`config.mk`:
```
export PLATFORM = sky130hd
export DESIGN_NAME = irq_poll_eoi_vector
export DESIGN_NICKNAME = d
export VERILOG_FILES = /design/src/irq_poll_pkg.sv /design/src/in_service_store.sv /design/src/irq_poll_eoi_vector.sv
export SDC_FILE = /design/constraint.sdc
export NUM_CORES = 1
export LEC_CHECK = 0
export BUFFER_PORTS_ARGS = -buffer_cell sky130_fd_sc_hd__buf_2
export CORE_UTILIZATION = 54
export DETAILED_ROUTE_END_ITERATION = 10
export PLACE_DENSITY = 0.82
export SLEW_MARGIN = 0
export SYNTH_ARGS = -nofsm -noshare
export SYNTH_HDL_FRONTEND = slang
export SYNTH_SLANG_ARGS = --single-unit
```
`constraint.sdc`:
```
create_clock -name sys_clk -period 2.5 [get_ports sys_clk]
set_input_delay 0.125 -clock sys_clk [delete_from_list [all_inputs] [get_ports sys_clk]]
set_output_delay 0.125 -clock sys_clk [all_outputs]
set_load 0.02 [all_outputs]
```
`src/irq_poll_pkg.sv`:
```
// Purpose: Shared constants for the poll / end-of-interrupt / vector block
// Assumes: AXI4-Lite register access, 32-bit data, one word per register
// Notes:   Printed offsets are not all multiples of four, so they are indices
package irq_poll_pkg;
	localparam int unsigned ADDR_W = 8;
	localparam int unsigned DATA_W = 32;
	localparam int unsigned NUM_SRC = 32;
	localparam int unsigned NUM_LVL = 8;
	// Register indices as printed; byte address is four times the index
	localparam logic [7:0] IDX_VECTOR_BASE = 8'h20;
	localparam logic [7:0] IDX_EOI = 8'h22;
	localparam logic [7:0] IDX_POLL_ACK = 8'h24;
	localparam logic [7:0] IDX_POLL_PEEK = 8'h26;
	localparam logic [7:0] IDX_IN_SERVICE = 8'h2C;
	localparam logic [7:0] IDX_MODE = 8'h30;
	localparam logic [7:0] IDX_IRQ_STATUS = 8'h31;
	localparam logic [7:0] IDX_IRQ_MASK = 8'h32;
	// Field positions
	localparam int unsigned PENDING_BIT = 15;
	localparam int unsigned NONSPEC_BIT = 15;
	localparam int unsigned TYPE_W = 5;
	localparam int unsigned LEVEL_W = 3;
	localparam int unsigned VEC_LSB = 3;
	localparam int unsigned VEC_MSB = 7;
	// Event bits of the status register
	localparam int unsigned EV_ACK = 0;
	localparam int unsigned EV_EOI = 1;
	localparam int unsigned EV_PEND = 2;
	localparam int unsigned EV_W = 3;
	// Reset values
	localparam logic [31:0] IN_SERVICE_RST = 32'h0000_0000;
	localparam logic [4:0] VECTOR_RST = 5'h00;
	localparam logic [2:0] IRQ_MASK_RST = 3'h0;
	localparam logic [1:0] RESP_OKAY = 2'h0;
	localparam logic [1:0] RESP_SLVERR = 2'h2;
	typedef enum logic [1:0] {
		BUS_IDLE = 2'b00,
		BUS_WRESP = 2'b01,
		BUS_RRESP = 2'b10
	} bus_state_t;
endpackage

```
`src/in_service_store.sv`:
```
// Purpose: In-service bit store with set-on-take and clear-on-end
// Assumes: At most one take and one clear per cycle
// Notes:   A take wins over a clear of the same bit
`timescale 1ns/1ps
module in_service_store (
	// Clock and reset
	input  wire logic                               sys_clk,
	input  wire logic                               rst_b,
	// Updates
	input  wire logic [irq_poll_pkg::NUM_SRC-1:0]   set_vec,
	input  wire logic [irq_poll_pkg::NUM_SRC-1:0]   clr_vec,
	// State
	output logic      [irq_poll_pkg::NUM_SRC-1:0]   bits_q
);
	import irq_poll_pkg::*;
	logic [NUM_SRC-1:0] bits_d;

	always_comb begin
		bits_d = (bits_q & ~clr_vec) | set_vec;
	end

	always_ff @(posedge sys_clk) begin
		if (!rst_b) begin
			bits_q <= IN_SERVICE_RST;
		end else begin
			bits_q <= bits_d;
		end
	end
endmodule

```
`src/irq_poll_eoi_vector.sv`:
```
// Purpose: Poll, end-of-interrupt and vector-base logic of an interrupt controller
// Assumes: AXI4-Lite slave, requests synchronous to sys_clk
// Notes:   Master mode uses 32 typed sources; slave mode uses 8 priority levels
//          Vector, mode and in-service reset to zero; the end command keeps no value
//          A non-specific clear with nothing in service is ignored
`timescale 1ns/1ps
module irq_poll_eoi_vector (
	// Clock and reset
	input  wire logic                                sys_clk,
	input  wire logic                                rst_b,
	// Interrupt sources (index = type, or level in slave mode)
	input  wire logic [irq_poll_pkg::NUM_SRC-1:0]    irq_request,
	// AXI4-Lite write address
	input  wire logic                                s_axi_awvalid,
	output logic                                     s_axi_awready,
	input  wire logic [irq_poll_pkg::ADDR_W+1:0]     s_axi_awaddr,
	// AXI4-Lite write data
	input  wire logic                                s_axi_wvalid,
	output logic                                     s_axi_wready,
	input  wire logic [irq_poll_pkg::DATA_W-1:0]     s_axi_wdata,
	input  wire logic [3:0]                          s_axi_wstrb,
	// AXI4-Lite write response
	output logic                                     s_axi_bvalid,
	input  wire logic                                s_axi_bready,
	output logic      [1:0]                          s_axi_bresp,
	// AXI4-Lite read address
	input  wire logic                                s_axi_arvalid,
	output logic                                     s_axi_arready,
	input  wire logic [irq_poll_pkg::ADDR_W+1:0]     s_axi_araddr,
	// AXI4-Lite read data
	output logic                                     s_axi_rvalid,
	input  wire logic                                s_axi_rready,
	output logic      [irq_poll_pkg::DATA_W-1:0]     s_axi_rdata,
	output logic      [1:0]                          s_axi_rresp,
	// Interrupt to the core
	output logic                                     irq_out
);
	import irq_poll_pkg::*;

	// Bus state
	bus_state_t         wst_q, wst_d, rst_q, rst_d;
	logic               aw_have_q, aw_have_d, w_have_q, w_have_d;
	logic [ADDR_W-1:0]  waddr_q, waddr_d;
	logic [DATA_W-1:0]  wdata_q, wdata_d;
	logic [3:0]         wstrb_q, wstrb_d;
	logic               bvalid_q, bvalid_d, rvalid_q, rvalid_d;
	logic [1:0]         bresp_q, bresp_d, rresp_q, rresp_d;
	logic [DATA_W-1:0]  rdata_q, rdata_d;
	logic               awready_q, awready_d, wready_q, wready_d, arready_q, arready_d;
	// Control state
	logic               slave_mode_q, slave_mode_d;
	logic [4:0]         vec_upper_q, vec_upper_d;
	logic [EV_W-1:0]    irq_status_q, irq_status_d;
	logic [EV_W-1:0]    irq_mask_q, irq_mask_d;
	logic               irq_q, irq_d;
	logic               pend_q;
	// In-service store
	logic [NUM_SRC-1:0] in_service;
	logic [NUM_SRC-1:0] is_set, is_clr;
	logic               take_ack;
	logic               eoi_hit;
	logic               eoi_nonspec;
	logic [TYPE_W-1:0]  eoi_target;
	// Poll evaluation
	logic [NUM_SRC-1:0] eligible;
	logic               pending;
	logic [TYPE_W-1:0]  top_type;
	logic [TYPE_W-1:0]  top_service;
	logic               any_service;
	logic [15:0]        poll_word;
	logic               do_write, do_read;
	logic [ADDR_W-1:0]  rindex;
	logic [EV_W-1:0]    events;

	in_service_store i_in_service_store (
		.sys_clk (sys_clk),
		.rst_b   (rst_b),
		.set_vec (is_set),
		.clr_vec (is_clr),
		.bits_q  (in_service)
	);

	// Slave mode counts only the eight level lines
	for (genvar k = 0; k < NUM_SRC; k++) begin : g_elig
		if (k < NUM_LVL) begin : g_lvl
			assign eligible[k] = irq_request[k] && !in_service[k];
		end else begin : g_src
			assign eligible[k] = irq_request[k] && !in_service[k] && !slave_mode_q;
		end
	end

	// Lowest index wins
	always_comb begin
		pending = 1'b0;
		top_type = '0;
		for (int i = NUM_SRC - 1; i >= 0; i--) begin
			if (eligible[i]) begin
				pending = 1'b1;
				top_type = TYPE_W'(i);
			end
		end
		any_service = 1'b0;
		top_service = '0;
		for (int j = NUM_SRC - 1; j >= 0; j--) begin
			if (in_service[j]) begin
				any_service = 1'b1;
				top_service = TYPE_W'(j);
			end
		end
		// Type field valid only with the pending flag; reserved bits zero
		poll_word = 16'h0000;
		poll_word[PENDING_BIT] = pending;
		poll_word[PENDING_BIT-1:TYPE_W] = '0;
		if (pending) begin
			poll_word[TYPE_W-1:0] = top_type;
		end
	end

	assign do_write = aw_have_q && w_have_q && (wst_q == BUS_IDLE);
	assign do_read  = s_axi_arvalid && arready_q;
	assign rindex   = s_axi_araddr[ADDR_W+1:2];

	// In-service updates: take on acknowledging poll, clear on end-of-interrupt
	always_comb begin
		take_ack = do_read && rindex == IDX_POLL_ACK && pending;
		eoi_hit = do_write && waddr_q == IDX_EOI && wstrb_q[0];
		eoi_nonspec = 1'b0;
		eoi_target = wdata_q[TYPE_W-1:0];
		if (slave_mode_q) begin
			eoi_target = TYPE_W'(wdata_q[LEVEL_W-1:0]);
		end else if (wstrb_q[1] && wdata_q[NONSPEC_BIT]) begin
			eoi_nonspec = 1'b1;
			eoi_target = top_service;
		end
	end

	// An empty non-specific clear must not fall back on source zero
	for (genvar k = 0; k < NUM_SRC; k++) begin : g_strobe
		assign is_set[k] = take_ack && top_type == TYPE_W'(k);
		assign is_clr[k] = eoi_hit && eoi_target == TYPE_W'(k) && (any_service || !eoi_nonspec);
	end

	// Write channel
	// Address and data arrive in either order; the write acts once both are held
	always_comb begin
		wst_d = wst_q;
		aw_have_d = aw_have_q;
		w_have_d = w_have_q;
		waddr_d = waddr_q;
		wdata_d = wdata_q;
		wstrb_d = wstrb_q;
		awready_d = awready_q;
		wready_d = wready_q;
		bvalid_d = bvalid_q;
		bresp_d = bresp_q;
		slave_mode_d = slave_mode_q;
		vec_upper_d = vec_upper_q;
		irq_mask_d = irq_mask_q;
		if (s_axi_awvalid && awready_q) begin
			aw_have_d = 1'b1;
			waddr_d = s_axi_awaddr[ADDR_W+1:2];
			awready_d = 1'b0;
		end
		if (s_axi_wvalid && wready_q) begin
			w_have_d = 1'b1;
			wdata_d = s_axi_wdata;
			wstrb_d = s_axi_wstrb;
			wready_d = 1'b0;
		end
		case (wst_q)
			BUS_IDLE: begin
				if (do_write) begin
					bresp_d = RESP_OKAY;
					case (waddr_q)
						IDX_EOI: ;
						IDX_VECTOR_BASE: begin
							if (wstrb_q[0]) begin
								vec_upper_d = wdata_q[VEC_MSB:VEC_LSB];
							end
						end
						IDX_MODE: begin
							if (wstrb_q[0]) begin
								slave_mode_d = wdata_q[0];
							end
						end
						IDX_IRQ_MASK: begin
							if (wstrb_q[0]) begin
								irq_mask_d = wdata_q[EV_W-1:0];
							end
						end
						// Poll and status registers take no writes
						IDX_POLL_ACK, IDX_POLL_PEEK: bresp_d = RESP_SLVERR;
						default: bresp_d = RESP_SLVERR;
					endcase
					bvalid_d = 1'b1;
					wst_d = BUS_WRESP;
				end
			end
			BUS_WRESP: begin
				if (s_axi_bready) begin
					bvalid_d = 1'b0;
					aw_have_d = 1'b0;
					w_have_d = 1'b0;
					awready_d = 1'b1;
					wready_d = 1'b1;
					wst_d = BUS_IDLE;
				end
			end
			default: wst_d = BUS_IDLE;
		endcase
	end

	// Read channel
	// The acknowledging read takes on its accept edge, so its data show the state before
	always_comb begin
		rst_d = rst_q;
		arready_d = arready_q;
		rvalid_d = rvalid_q;
		rdata_d = rdata_q;
		rresp_d = rresp_q;
		case (rst_q)
			BUS_IDLE: begin
				if (do_read) begin
					arready_d = 1'b0;
					rvalid_d = 1'b1;
					rresp_d = RESP_OKAY;
					rdata_d = '0;
					case (rindex)
						IDX_POLL_PEEK: rdata_d[15:0] = poll_word;
						IDX_POLL_ACK: rdata_d[15:0] = poll_word;
						IDX_VECTOR_BASE: rdata_d[VEC_MSB:VEC_LSB] = vec_upper_q;
						IDX_IN_SERVICE: rdata_d = in_service;
						IDX_MODE: rdata_d[0] = slave_mode_q;
						IDX_IRQ_STATUS: rdata_d[EV_W-1:0] = irq_status_q;
						IDX_IRQ_MASK: rdata_d[EV_W-1:0] = irq_mask_q;
						// End-of-interrupt is write-only
						IDX_EOI: rdata_d = '0;
						default: rresp_d = RESP_SLVERR;
					endcase
					rst_d = BUS_RRESP;
				end
			end
			BUS_RRESP: begin
				if (s_axi_rready) begin
					rvalid_d = 1'b0;
					arready_d = 1'b1;
					rst_d = BUS_IDLE;
				end
			end
			default: rst_d = BUS_IDLE;
		endcase
	end

	// Sticky events; a new event wins over the read that clears them
	always_comb begin
		events = '0;
		events[EV_ACK] = |is_set;
		events[EV_EOI] = |is_clr;
		events[EV_PEND] = pending && !pend_q;
		irq_status_d = irq_status_q;
		if (do_read && rindex == IDX_IRQ_STATUS) begin
			irq_status_d = '0;
		end
		irq_status_d = irq_status_d | events;
		irq_d = |(irq_status_d & irq_mask_q);
	end

	always_ff @(posedge sys_clk) begin
		if (!rst_b) begin
			wst_q <= BUS_IDLE;
			rst_q <= BUS_IDLE;
			aw_have_q <= 1'b0;
			w_have_q <= 1'b0;
			waddr_q <= '0;
			wdata_q <= '0;
			wstrb_q <= '0;
			awready_q <= 1'b1;
			wready_q <= 1'b1;
			arready_q <= 1'b1;
			bvalid_q <= 1'b0;
			rvalid_q <= 1'b0;
			bresp_q <= RESP_OKAY;
			rresp_q <= RESP_OKAY;
			rdata_q <= '0;
			slave_mode_q <= 1'b0;
			vec_upper_q <= VECTOR_RST;
			irq_status_q <= '0;
			irq_mask_q <= IRQ_MASK_RST;
			irq_q <= 1'b0;
			pend_q <= 1'b0;
		end else begin
			wst_q <= wst_d;
			rst_q <= rst_d;
			aw_have_q <= aw_have_d;
			w_have_q <= w_have_d;
			waddr_q <= waddr_d;
			wdata_q <= wdata_d;
			wstrb_q <= wstrb_d;
			awready_q <= awready_d;
			wready_q <= wready_d;
			arready_q <= arready_d;
			bvalid_q <= bvalid_d;
			rvalid_q <= rvalid_d;
			bresp_q <= bresp_d;
			rresp_q <= rresp_d;
			rdata_q <= rdata_d;
			slave_mode_q <= slave_mode_d;
			vec_upper_q <= vec_upper_d;
			irq_status_q <= irq_status_d;
			irq_mask_q <= irq_mask_d;
			irq_q <= irq_d;
			pend_q <= pending;
		end
	end

	assign s_axi_awready = awready_q;
	assign s_axi_wready  = wready_q;
	assign s_axi_arready = arready_q;
	assign s_axi_bvalid  = bvalid_q;
	assign s_axi_bresp   = bresp_q;
	assign s_axi_rvalid  = rvalid_q;
	assign s_axi_rdata   = rdata_q;
	assign s_axi_rresp   = rresp_q;
	assign irq_out       = irq_q;
endmodule

```
==> run summary, run 1 <==
Status - finished with violations
Failing checks - negative setup slack
Vias post-DR - 6735
TritonCTS Buffers - 9
Biggest area consumer among synthesized cells - dfxtp_1
Register bit total from synthesis - 106
Die area - 11000 um^2
Yosys warnings - 0
CP max FO - 4
Congestion Overflow GR - 0
Hold Path Class - input pin to register
PortBufs - 105
Number of synthesized flops with an enable pin - 0
Met1 Use GR - 43.5%
DR pass1 iterations - 5
Fraction of registers with async set/reset - 0%
Mapped cell area - 5720 um^2
Die outline width - 105 um
R2r endpoint - i_in_service_store.bits_q[21]
Commonest cells post-synth - 106 x dfxtp_1, 98 x nand2_1, 79 x a21oi_1, 54 x nor2_1, 43 x nand3_1
Initial antenna violation count - 0
Min-Delay Path Depth - 3
Core Area - 10300 um^2
Met2 usage - 65.8%
CP required - 2.75 ns
Post-synthesis cell count - 737
Area of the multi-input gates - 3620 um^2
Fill cells - 792
Antenna diode count - 0
H-Tree Depth - 3
Layout cells sized above 1 - 32.5%
Slowest CP cell - or4_4
CP Capture Type - register
Worst slew pin tran - 0.654 ns
Initial Utilization - 55.6%
Global-route wire length before repair - 32100 um
Worst slew margin - 56.4%
Drt wl/cell - 19.1 um
Most common cell in the netlist - dfxtp_1
Worst setup path category - register to register
Hold EP - waddr_q[4]
Fin crit share - 101%
Avg Vias per Cell - 6.16
Setup ws final - -0.0354 ns
P_leak - 3.17 nW
Routed Antenna Nets - 0
Layout area overhead - 36.5%
NumNets Final - 1048
Unrepaired setup endpoints after global routing - true
Rows - 37
Hpwl dp - 15300 um
Max Cap Viol - 0
CTS tree - yes
DP Cell Count - 1055
Gpl congestion - 0.980
Met3 usage - 4.87%
Vias in the first global route - 6428
Hold Vio Cnt, Final - 0
Min Tclk post-route - 2.54 ns
WP data arrival - 2.78 ns
Worst-Skew Late Latency - 0.38 ns
Filler-free cell count of the finished design - 1094
Seq/Total Area, Yosys - 37.1%
Setup slack, reg-to-reg - -0.04 ns
Chip height - 105 um
Buffer depth of the longest clock path - 2
CP Buf/Inv Count - 0
Final instance area - 7800 um^2
I/O pin total - 137
Worst Reg-to-Reg Cells - 8
Global routing's busiest layer - met2
Post-DP Area - 7130 um^2
GRT Total Usage - 37.0%
Setup crit start kind - register
Count of different cell masters after synthesis - 71
DRC Markers - 0
Clock root cell - clkbuf_8
Setup violations, final - 1
Top FF cell, synth - dfxtp_1
CP peak stage delay - 0.58 ns
Fmax - 394 MHz
CP top delay family - simple AND/OR/NAND/NOR gates
Hold Crit Start - s_axi_awaddr[6]
Clk pin slew, worst setup/hold paths - 0.11 ns
Pwr Density - 439 nW/um^2
Final WL - 20900 um
Critical R2R Launch - i_in_service_store.bits_q[0]
Final clock skew - 0.0183 ns
Worst vdd ir - 381 uV
Register area - 2140 um^2
Fin. max-slew vios - 0
Mean Syn Cell Area - 7.76 um^2
Clk sink count - 106
Largest net degree at the start of global routing - 40
Worst-path cell chain - or4_4 > and4bb_1 > a41o_1 > nand3_4 > nor2b_4 > nand2_1 > o311ai_0 > o21ai_1
Sum of negative setup slack - -0.0354 ns
Area share of the largest cell type after synthesis - 37.1%
DR iter-0 viols - 707
Ranking of synthesized cells by area - dfxtp_1 37%, a21oi_1 6.9%, nand2_1 6.4%, nand3_1 3.8%, nor2_1 3.5%
Hold_ws - 0.00835 ns
[through the flow]
stage	power [mW]	setup WS [ns]	utilization (%)
2_1_floorplan	2.06	0.229	-
3_3_place_gp	2.24	-0.158	69.4
3_5_place_dp	2.26	-0.171	69.4
4_1_cts	3.40	-0.0283	73.6
5_1_grt	3.54	-0.132	75.9
6_report	3.43	-0.0354	75.9
[power by group]
part           internal [mW]  total (mW)  switching [mW]
Combinational          0.208       0.511           0.303
Sequential              1.73        1.76          0.0341
Clock                  0.491        1.15           0.663
[layout make-up]
cell class                 count  area share (%)
multi-input combinational    582            46.4
sequential                   106            27.4
timing repair buffer         242            20.7
tap                          136            2.18
clock buffer                   9            1.59
clock inverter                 7            1.20
inverter                      12           0.577
[placed cells by master, fill, tap and decap left out, types with 4 or more instances in the layout]
cell           instances
a21o_1                 5
a21oi_1               75
a22oi_1                5
a31oi_1                4
and2_1                 4
buf_2                105
buf_4                118
clkbuf_8               9
dfxtp_1               93
dfxtp_2               13
dlygate4sd3_1         17
inv_1                 11
mux2i_1               12
nand2_1               96
nand2b_1              24
nand3_1               41
nand4_1                9
nor2_1                52
nor2b_1               25
nor3_1                30
nor4_1                 9
nor4_2                 5
nor4_4                 5
o211ai_1               4
o21a_1                 4
o21ai_0               24
o21ai_1               17
o22ai_1               13
o311ai_1              12
o311ai_2               5
o31ai_1                7
or2_2                  4
or3_1                  4
or4_4                  5
[worst min-delay path, cell delays in order]
cell and delay [ns]:
buf_2 0.10, nand3_1 0.06, a21oi_1 0.06
[how the worst max path moves through the flow]
stage / from / to / slack, ns / cells after the start
after global routing: i_in_service_store.bits_q[11] / i_in_service_store.bits_q[21] / -0.13 / 10
after CTS: i_in_service_store.bits_q[23] / irq_out / -0.03 / 8
after global placement: i_in_service_store.bits_q[16] / i_in_service_store.bits_q[27] / -0.16 / 9
after detailed placement: i_in_service_store.bits_q[6] / i_in_service_store.bits_q[18] / -0.17 / 8
after floorplan: i_in_service_store.bits_q[23] / irq_out / 0.23 / 8
final: i_in_service_store.bits_q[0] / i_in_service_store.bits_q[21] / -0.04 / 8
[logic make-up after synthesis]
family                 count (synthesis)  synth area share, %
AOI/OAI and AO/OA                    222                 25.1
buffers and inverters                 50                 3.50
DFF                                  106                 37.1
muxes                                 12                 2.10
other                                  1               0.0656
and+or+nand+nor                      346                 32.1
[flip-flops by register name, indices dropped and copies added, names as in the netlist]
name                       count
s_axi_wready                   1
s_axi_rvalid                   1
wst_q                          1
irq_status_q                   3
s_axi_arready                  1
aw_have_q                      1
s_axi_rdata                   32
irq_out                        1
wstrb_q                        2
irq_mask_q                     3
waddr_q                        8
s_axi_awready                  1
s_axi_rresp                    1
pend_q                         1
i_in_service_store.bits_q     32
s_axi_bresp                    1
slave_mode_q                   1
vec_upper_q                    5
w_have_q                       1
wdata_q                        9
[metal layers]
| metal | vias to the layer above | wire [um] |
|---|---|---|
| met5 | - | 0 |
| met4 | 0 | 933 |
| met3 | 74 | 1440 |
| met2 | 387 | 10300 |
| met1 | 3112 | 8190 |
| li1 | 3162 | - |
[repair_timing]
item                                   4_1_cts  5_1_grt
hold buffers                                17        0
setup endpoints to repair                   22       35
setup buffers                                0        6
endpoints found under the hold margin       18        0
pin swaps                                    0       15
gates resized for setup                     14       62
Note: power is estimated with default switching activity, not from simulation.
==> inputs of run 2 (changes only) <==
--- a/config.mk
+++ b/config.mk
@@ -8,6 +8,7 @@
 export BUFFER_PORTS_ARGS = -buffer_cell sky130_fd_sc_hd__buf_2
 export CORE_UTILIZATION = 54
 export DETAILED_ROUTE_END_ITERATION = 10
+export MAX_ROUTING_LAYER = met4
 export PLACE_DENSITY = 0.82
 export SLEW_MARGIN = 0
 export SYNTH_ARGS = -nofsm -noshare
==> run summary, run 2 (synthesis gave the netlist of run 1 again) <==
DP Cell Count - 1065
GRT Total Usage - 39.1%
I/O pin total - 137
Switch share - 29.5%
Avg Vias per Cell - 6.21
Buffer depth of the longest clock path - 2
Clock root cell - clkbuf_8
Layout cells sized above 1 - 32.0%
CTS tree - yes
Switching power - 1.02 mW
Most common cell after layout, fill and taps aside - buf_4
Fill cells - 770
Internal - 2.43 mW
Final instance area - 7880 um^2
Worst slew margin - 57.9%
Dpl ws - -0.0575 ns
Worst vdd ir - 462 uV
Congestion Overflow GR - 0
Fin. max-slew vios - 0
DR iter-0 viols - 542
Sequential Power Share - 51.0%
Largest net degree at the start of global routing - 40
Worst setup path category - register to register
DRC Markers - 0
Worst-Skew Late Latency - 0.38 ns
Worst slew pin tran - 0.632 ns
Initial antenna violation count - 0
Routed Antenna Nets - 0
P_leak - 3.21 nW
Setup slack, reg-to-reg - -0.03 ns
Failing checks - negative setup slack
Chip height - 105 um
Layout area overhead - 37.9%
Setup violations, final - 2
Post-DP Area - 7230 um^2
Vias post-DR - 6837
H-Tree Depth - 3
Initial Utilization - 55.6%
Gpl congestion - 1.04
WP data arrival - 2.78 ns
Hold Vio Cnt, Final - 0
Clk pin slew, worst setup/hold paths - 0.10 ns
Filler-free cell count of the finished design - 1101
Drt wl/cell - 19.3 um
Final Util - 76.7%
Final clock skew - 0.0159 ns
Unrepaired setup endpoints after global routing - true
Vias in the first global route - 6437
NumNets Final - 1055
Fmax - 395 MHz
CP max FO - 4
Combinational Power Share - 15.2%
Pwr Density - 438 nW/um^2
CP Capture Type - register
Clock Power Share - 33.8%
Die area - 11000 um^2
Antenna diode count - 0
TritonCTS Buffers - 9
Hpwl dp - 15700 um
Setup ws final - -0.0303 ns
Min Tclk post-route - 2.53 ns
CP required - 2.75 ns
Fin crit share - 101%
Die outline width - 105 um
Rows - 37
DR pass1 iterations - 7
Core Area - 10300 um^2
Clk sink count - 106
Max Cap Viol - 0
Final WL - 21300 um
Most frequent cells in the layout - 121 x buf_4, 105 x buf_2, 100 x dfxtp_1
Status - finished with violations
Setup crit start kind - register
PortBufs - 105
Hold Path Class - input pin to register
Global-route wire length before repair - 32600 um
[run 2: cell types whose count changed in the layout (fill, tap and decap cells not counted), moves of 2 or more]
cell / previous run / this run
buf_12: 1 / 3
nor2b_2: 2 / 4
dlygate4sd3_1: 17 / 19
dfxtp_1: 93 / 100
inv_6: 1 / 3
nor2_2: 0 / 2
o311ai_0: 1 / 3
buf_4: 118 / 121
o311ai_1: 12 / 9
dfxtp_2: 13 / 6
[run 2: cell type report]
cell class	instances	area (um^2)	area share [%]
flip-flops and latches	106	2130	27.0
clock buffers	9	124	1.57
repair buffers	249	1700	21.5
multi-input cells	582	3620	46.0
inverters	12	45.0	0.572
well taps	136	170	2.16
clock inverters	7	92.6	1.17
[run 2: per-layer routing]
layer / global-route usage, % / share of wire [%]
met3: 5.49 / 6.9
met2: 66.0 / 48
met1: 45.1 / 39
met5: - / 0
met4: 20.7 / 5.7
[run 2: metrics by stage]
step	setup TNS (ns)	total power, mW	hold WS (ns)
after floorplan	0	2.06	0.225
after detailed placement	-0.253	2.26	0.340
after global placement	0	2.25	0.335
after CTS	-0.00510	3.41	0.00758
after global routing	-0.755	3.57	0.0322
final	-0.0416	3.45	0.0271
[run 2: power groups by stage]
stage	Sequential, mW	Clock [mW]	Combinational [mW]
3_3_place_gp	1.79	0	0.454
3_5_place_dp	1.80	0	0.467
2_1_floorplan	1.81	0	0.259
6_report	1.76	1.17	0.526
5_1_grt	1.77	1.24	0.562
4_1_cts	1.76	1.16	0.492
[run 2: path summary, 6_finish.rpt]
| path | to | startpoint | depth (start not counted) |
|---|---|---|---|
| worst max-delay path | i_in_service_store.bits_q[22] | i_in_service_store.bits_q[5] | 8 |
| worst min-delay path | waddr_q[2] | s_axi_awaddr[4] | 3 |
| worst max register to register | i_in_service_store.bits_q[22] | i_in_service_store.bits_q[5] | 8 |
| worst min register to register | s_axi_rdata[21] | s_axi_rdata[21] | 2 |
[run 2: worst max-delay path, stage by stage (launching register included)]
cell,delay (ns)
dfxtp_1,0.36
or4_4,0.59
and4bb_1,0.32
a41o_1,0.19
nand3_1,0.14
nor2b_2,0.20
nand2_1,0.14
o311ai_0,0.33
o21ai_1,0.12
[run 2: repair_timing]
item                                   in CTS  in global routing
pin swaps                                   0                  5
buffers inserted                            0                  1
hold buffers                               18                  1
resized for setup                          13                 53
setup endpoints to repair                  14                 37
endpoints found under the hold margin      18                  1
==> inputs of run 3 (changes only) <==
--- a/config.mk
+++ b/config.mk
@@ -14,3 +14,4 @@
 export SYNTH_ARGS = -nofsm -noshare
 export SYNTH_HDL_FRONTEND = slang
 export SYNTH_SLANG_ARGS = --single-unit
+export TNS_END_PERCENT = 50
==> run summary, run 3 (synthesis gave the netlist of run 1 again) <==
Status - finished with violations
Failing checks - negative setup slack
DP Cell Count - 1065
Initial antenna violation count - 0
Worst slew pin tran - 0.635 ns
Setup violations, final - 2
Fill cells - 770
Worst-path cell chain - or4_4 > and4bb_1 > a41o_1 > nand3_1 > nor2b_2 > nand2_1 > o311ai_0 > o21ai_1
DR iter-0 viols - 557
Setup crit start kind - register
Die outline width - 105 um
Register area - 2130 um^2
CP max FO - 4
H-Tree Depth - 3
Crit path depth - 8
Hpwl dp - 15700 um
Initial Utilization - 55.6%
Core Area - 10300 um^2
CP Buf/Inv Count - 0
Worst slew margin - 57.7%
Fin. max-slew vios - 0
R2r endpoint - i_in_service_store.bits_q[23]
DR pass1 iterations - 6
PortBufs - 105
CP Capture Type - register
Rows - 37
Max Cap Viol - 0
Pwr Density - 438 nW/um^2
Most frequent cells in the layout - 121 x buf_4, 105 x buf_2, 100 x dfxtp_1
Vias post-DR - 6829
Clk pin slew, worst setup/hold paths - 0.11 ns
NumNets Final - 1055
Min Tclk post-route - 2.52 ns
Hold Vio Cnt, Final - 0
Sequential Power Share - 51.0%
Filler-free cell count of the finished design - 1101
Min-Delay Path Depth - 3
Buffer depth of the longest clock path - 2
Setup slack, reg-to-reg - -0.02 ns
Vias in the first global route - 6437
Largest net degree at the start of global routing - 40
Final clock skew - 0.0151 ns
Clk sink count - 106
Internal - 2.43 mW
Layout cells sized above 1 - 31.9%
Setup ws final - -0.0177 ns
Clock root cell - clkbuf_8
Antenna diode count - 0
CP required - 2.75 ns
CP peak stage delay - 0.59 ns
Combinational Power Share - 15.2%
Worst-Skew Late Latency - 0.38 ns
Worst setup path category - register to register
WP data arrival - 2.77 ns
P_leak - 3.21 nW
CP top delay family - simple AND/OR/NAND/NOR gates
GRT Total Usage - 39.1%
Post-DP Area - 7230 um^2
Drt wl/cell - 19.3 um
Layout area overhead - 37.8%
Clock Power Share - 33.8%
Dpl ws - -0.0575 ns
Fmax - 397 MHz
Switch share - 29.5%
Most common cell after layout, fill and taps aside - buf_4
Slowest CP cell - or4_4
Congestion Overflow GR - 0
Gpl congestion - 1.04
Unrepaired setup endpoints after global routing - true
TritonCTS Buffers - 9
CTS tree - yes
Final instance area - 7870 um^2
Hold Path Class - input pin to register
Hold Crit Start - s_axi_awaddr[4]
Final WL - 21300 um
Switching power - 1.02 mW
Die area - 11000 um^2
Routed Antenna Nets - 0
Fin crit share - 101%
Hold EP - waddr_q[2]
Avg Vias per Cell - 6.20
Critical R2R Launch - i_in_service_store.bits_q[5]
Global-route wire length before repair - 32600 um
I/O pin total - 137
Worst Reg-to-Reg Cells - 8
DRC Markers - 0
Chip height - 105 um
Worst vdd ir - 461 uV
Area of the multi-input gates - 3620 um^2
==> run 3: layout make-up <==
class | instances | area share [%]
clock buffer | 9 | 1.57
multi-input combinational | 582 | 45.9
clock inverter | 7 | 1.18
tap | 136 | 2.16
timing repair buffer | 249 | 21.5
sequential | 106 | 27.0
inverter | 12 | 0.572
==> run 3: worst max path at each step <==
| stage | slack (ns) | startpoint | endpoint |
|---|---|---|---|
| floorplan | 0.23 | i_in_service_store.bits_q[23] | irq_out |
| global placement | 0.01 | i_in_service_store.bits_q[0] | i_in_service_store.bits_q[18] |
| detailed placement | -0.06 | i_in_service_store.bits_q[5] | i_in_service_store.bits_q[17] |
| CTS | -0.005 | slave_mode_q | i_in_service_store.bits_q[29] |
| global route | -0.1 | i_in_service_store.bits_q[5] | i_in_service_store.bits_q[22] |
| finish | -0.02 | i_in_service_store.bits_q[5] | i_in_service_store.bits_q[23] |
==> run 3: power by group through the flow <==
stage	clock network [mW]	logic, mW	registers, mW
after CTS	1.16	0.492	1.76
after global routing	1.24	0.561	1.77
after detailed placement	0	0.467	1.80
final	1.17	0.526	1.76
after global placement	0	0.454	1.79
after floorplan	0	0.259	1.81
==> run 3: per-stage QoR <==
step / hold slack [ns] / util (%) / power, mW / setup TNS (ns)
2_1_floorplan: 0.225 / - / 2.06 / 0
3_3_place_gp: 0.335 / 70.4 / 2.25 / 0
3_5_place_dp: 0.340 / 70.4 / 2.26 / -0.253
4_1_cts: 0.00758 / 74.7 / 3.41 / -0.00510
5_1_grt: 0.0322 / 76.6 / 3.57 / -0.773
6_report: 0.0315 / 76.6 / 3.45 / -0.0308
==> run 3: worst min-delay path, cell delays in order <==
cell,delay [ns]
buf_2,0.10
nand3_1,0.06
a21oi_1,0.07
==> run 3: repair_timing <==
item,4_1_cts,5_1_grt
hold endpoints to repair,18,1
buffers inserted,0,1
gates resized for setup,13,52
cloned,0,0
setup endpoints to repair,14,37
pin swaps,0,5
hold buffers,18,1
==> run 3: routing by layer <==
metal / GRT usage (%) / share of wire, % / vias to the layer above
met4: 20.7 / 5.4 / 0
met5: - / 0 / -
met1: 45.1 / 39 / 3226
met3: 5.49 / 6.8 / 76
met2: 66.0 / 49 / 341
li1: - / - / 3186
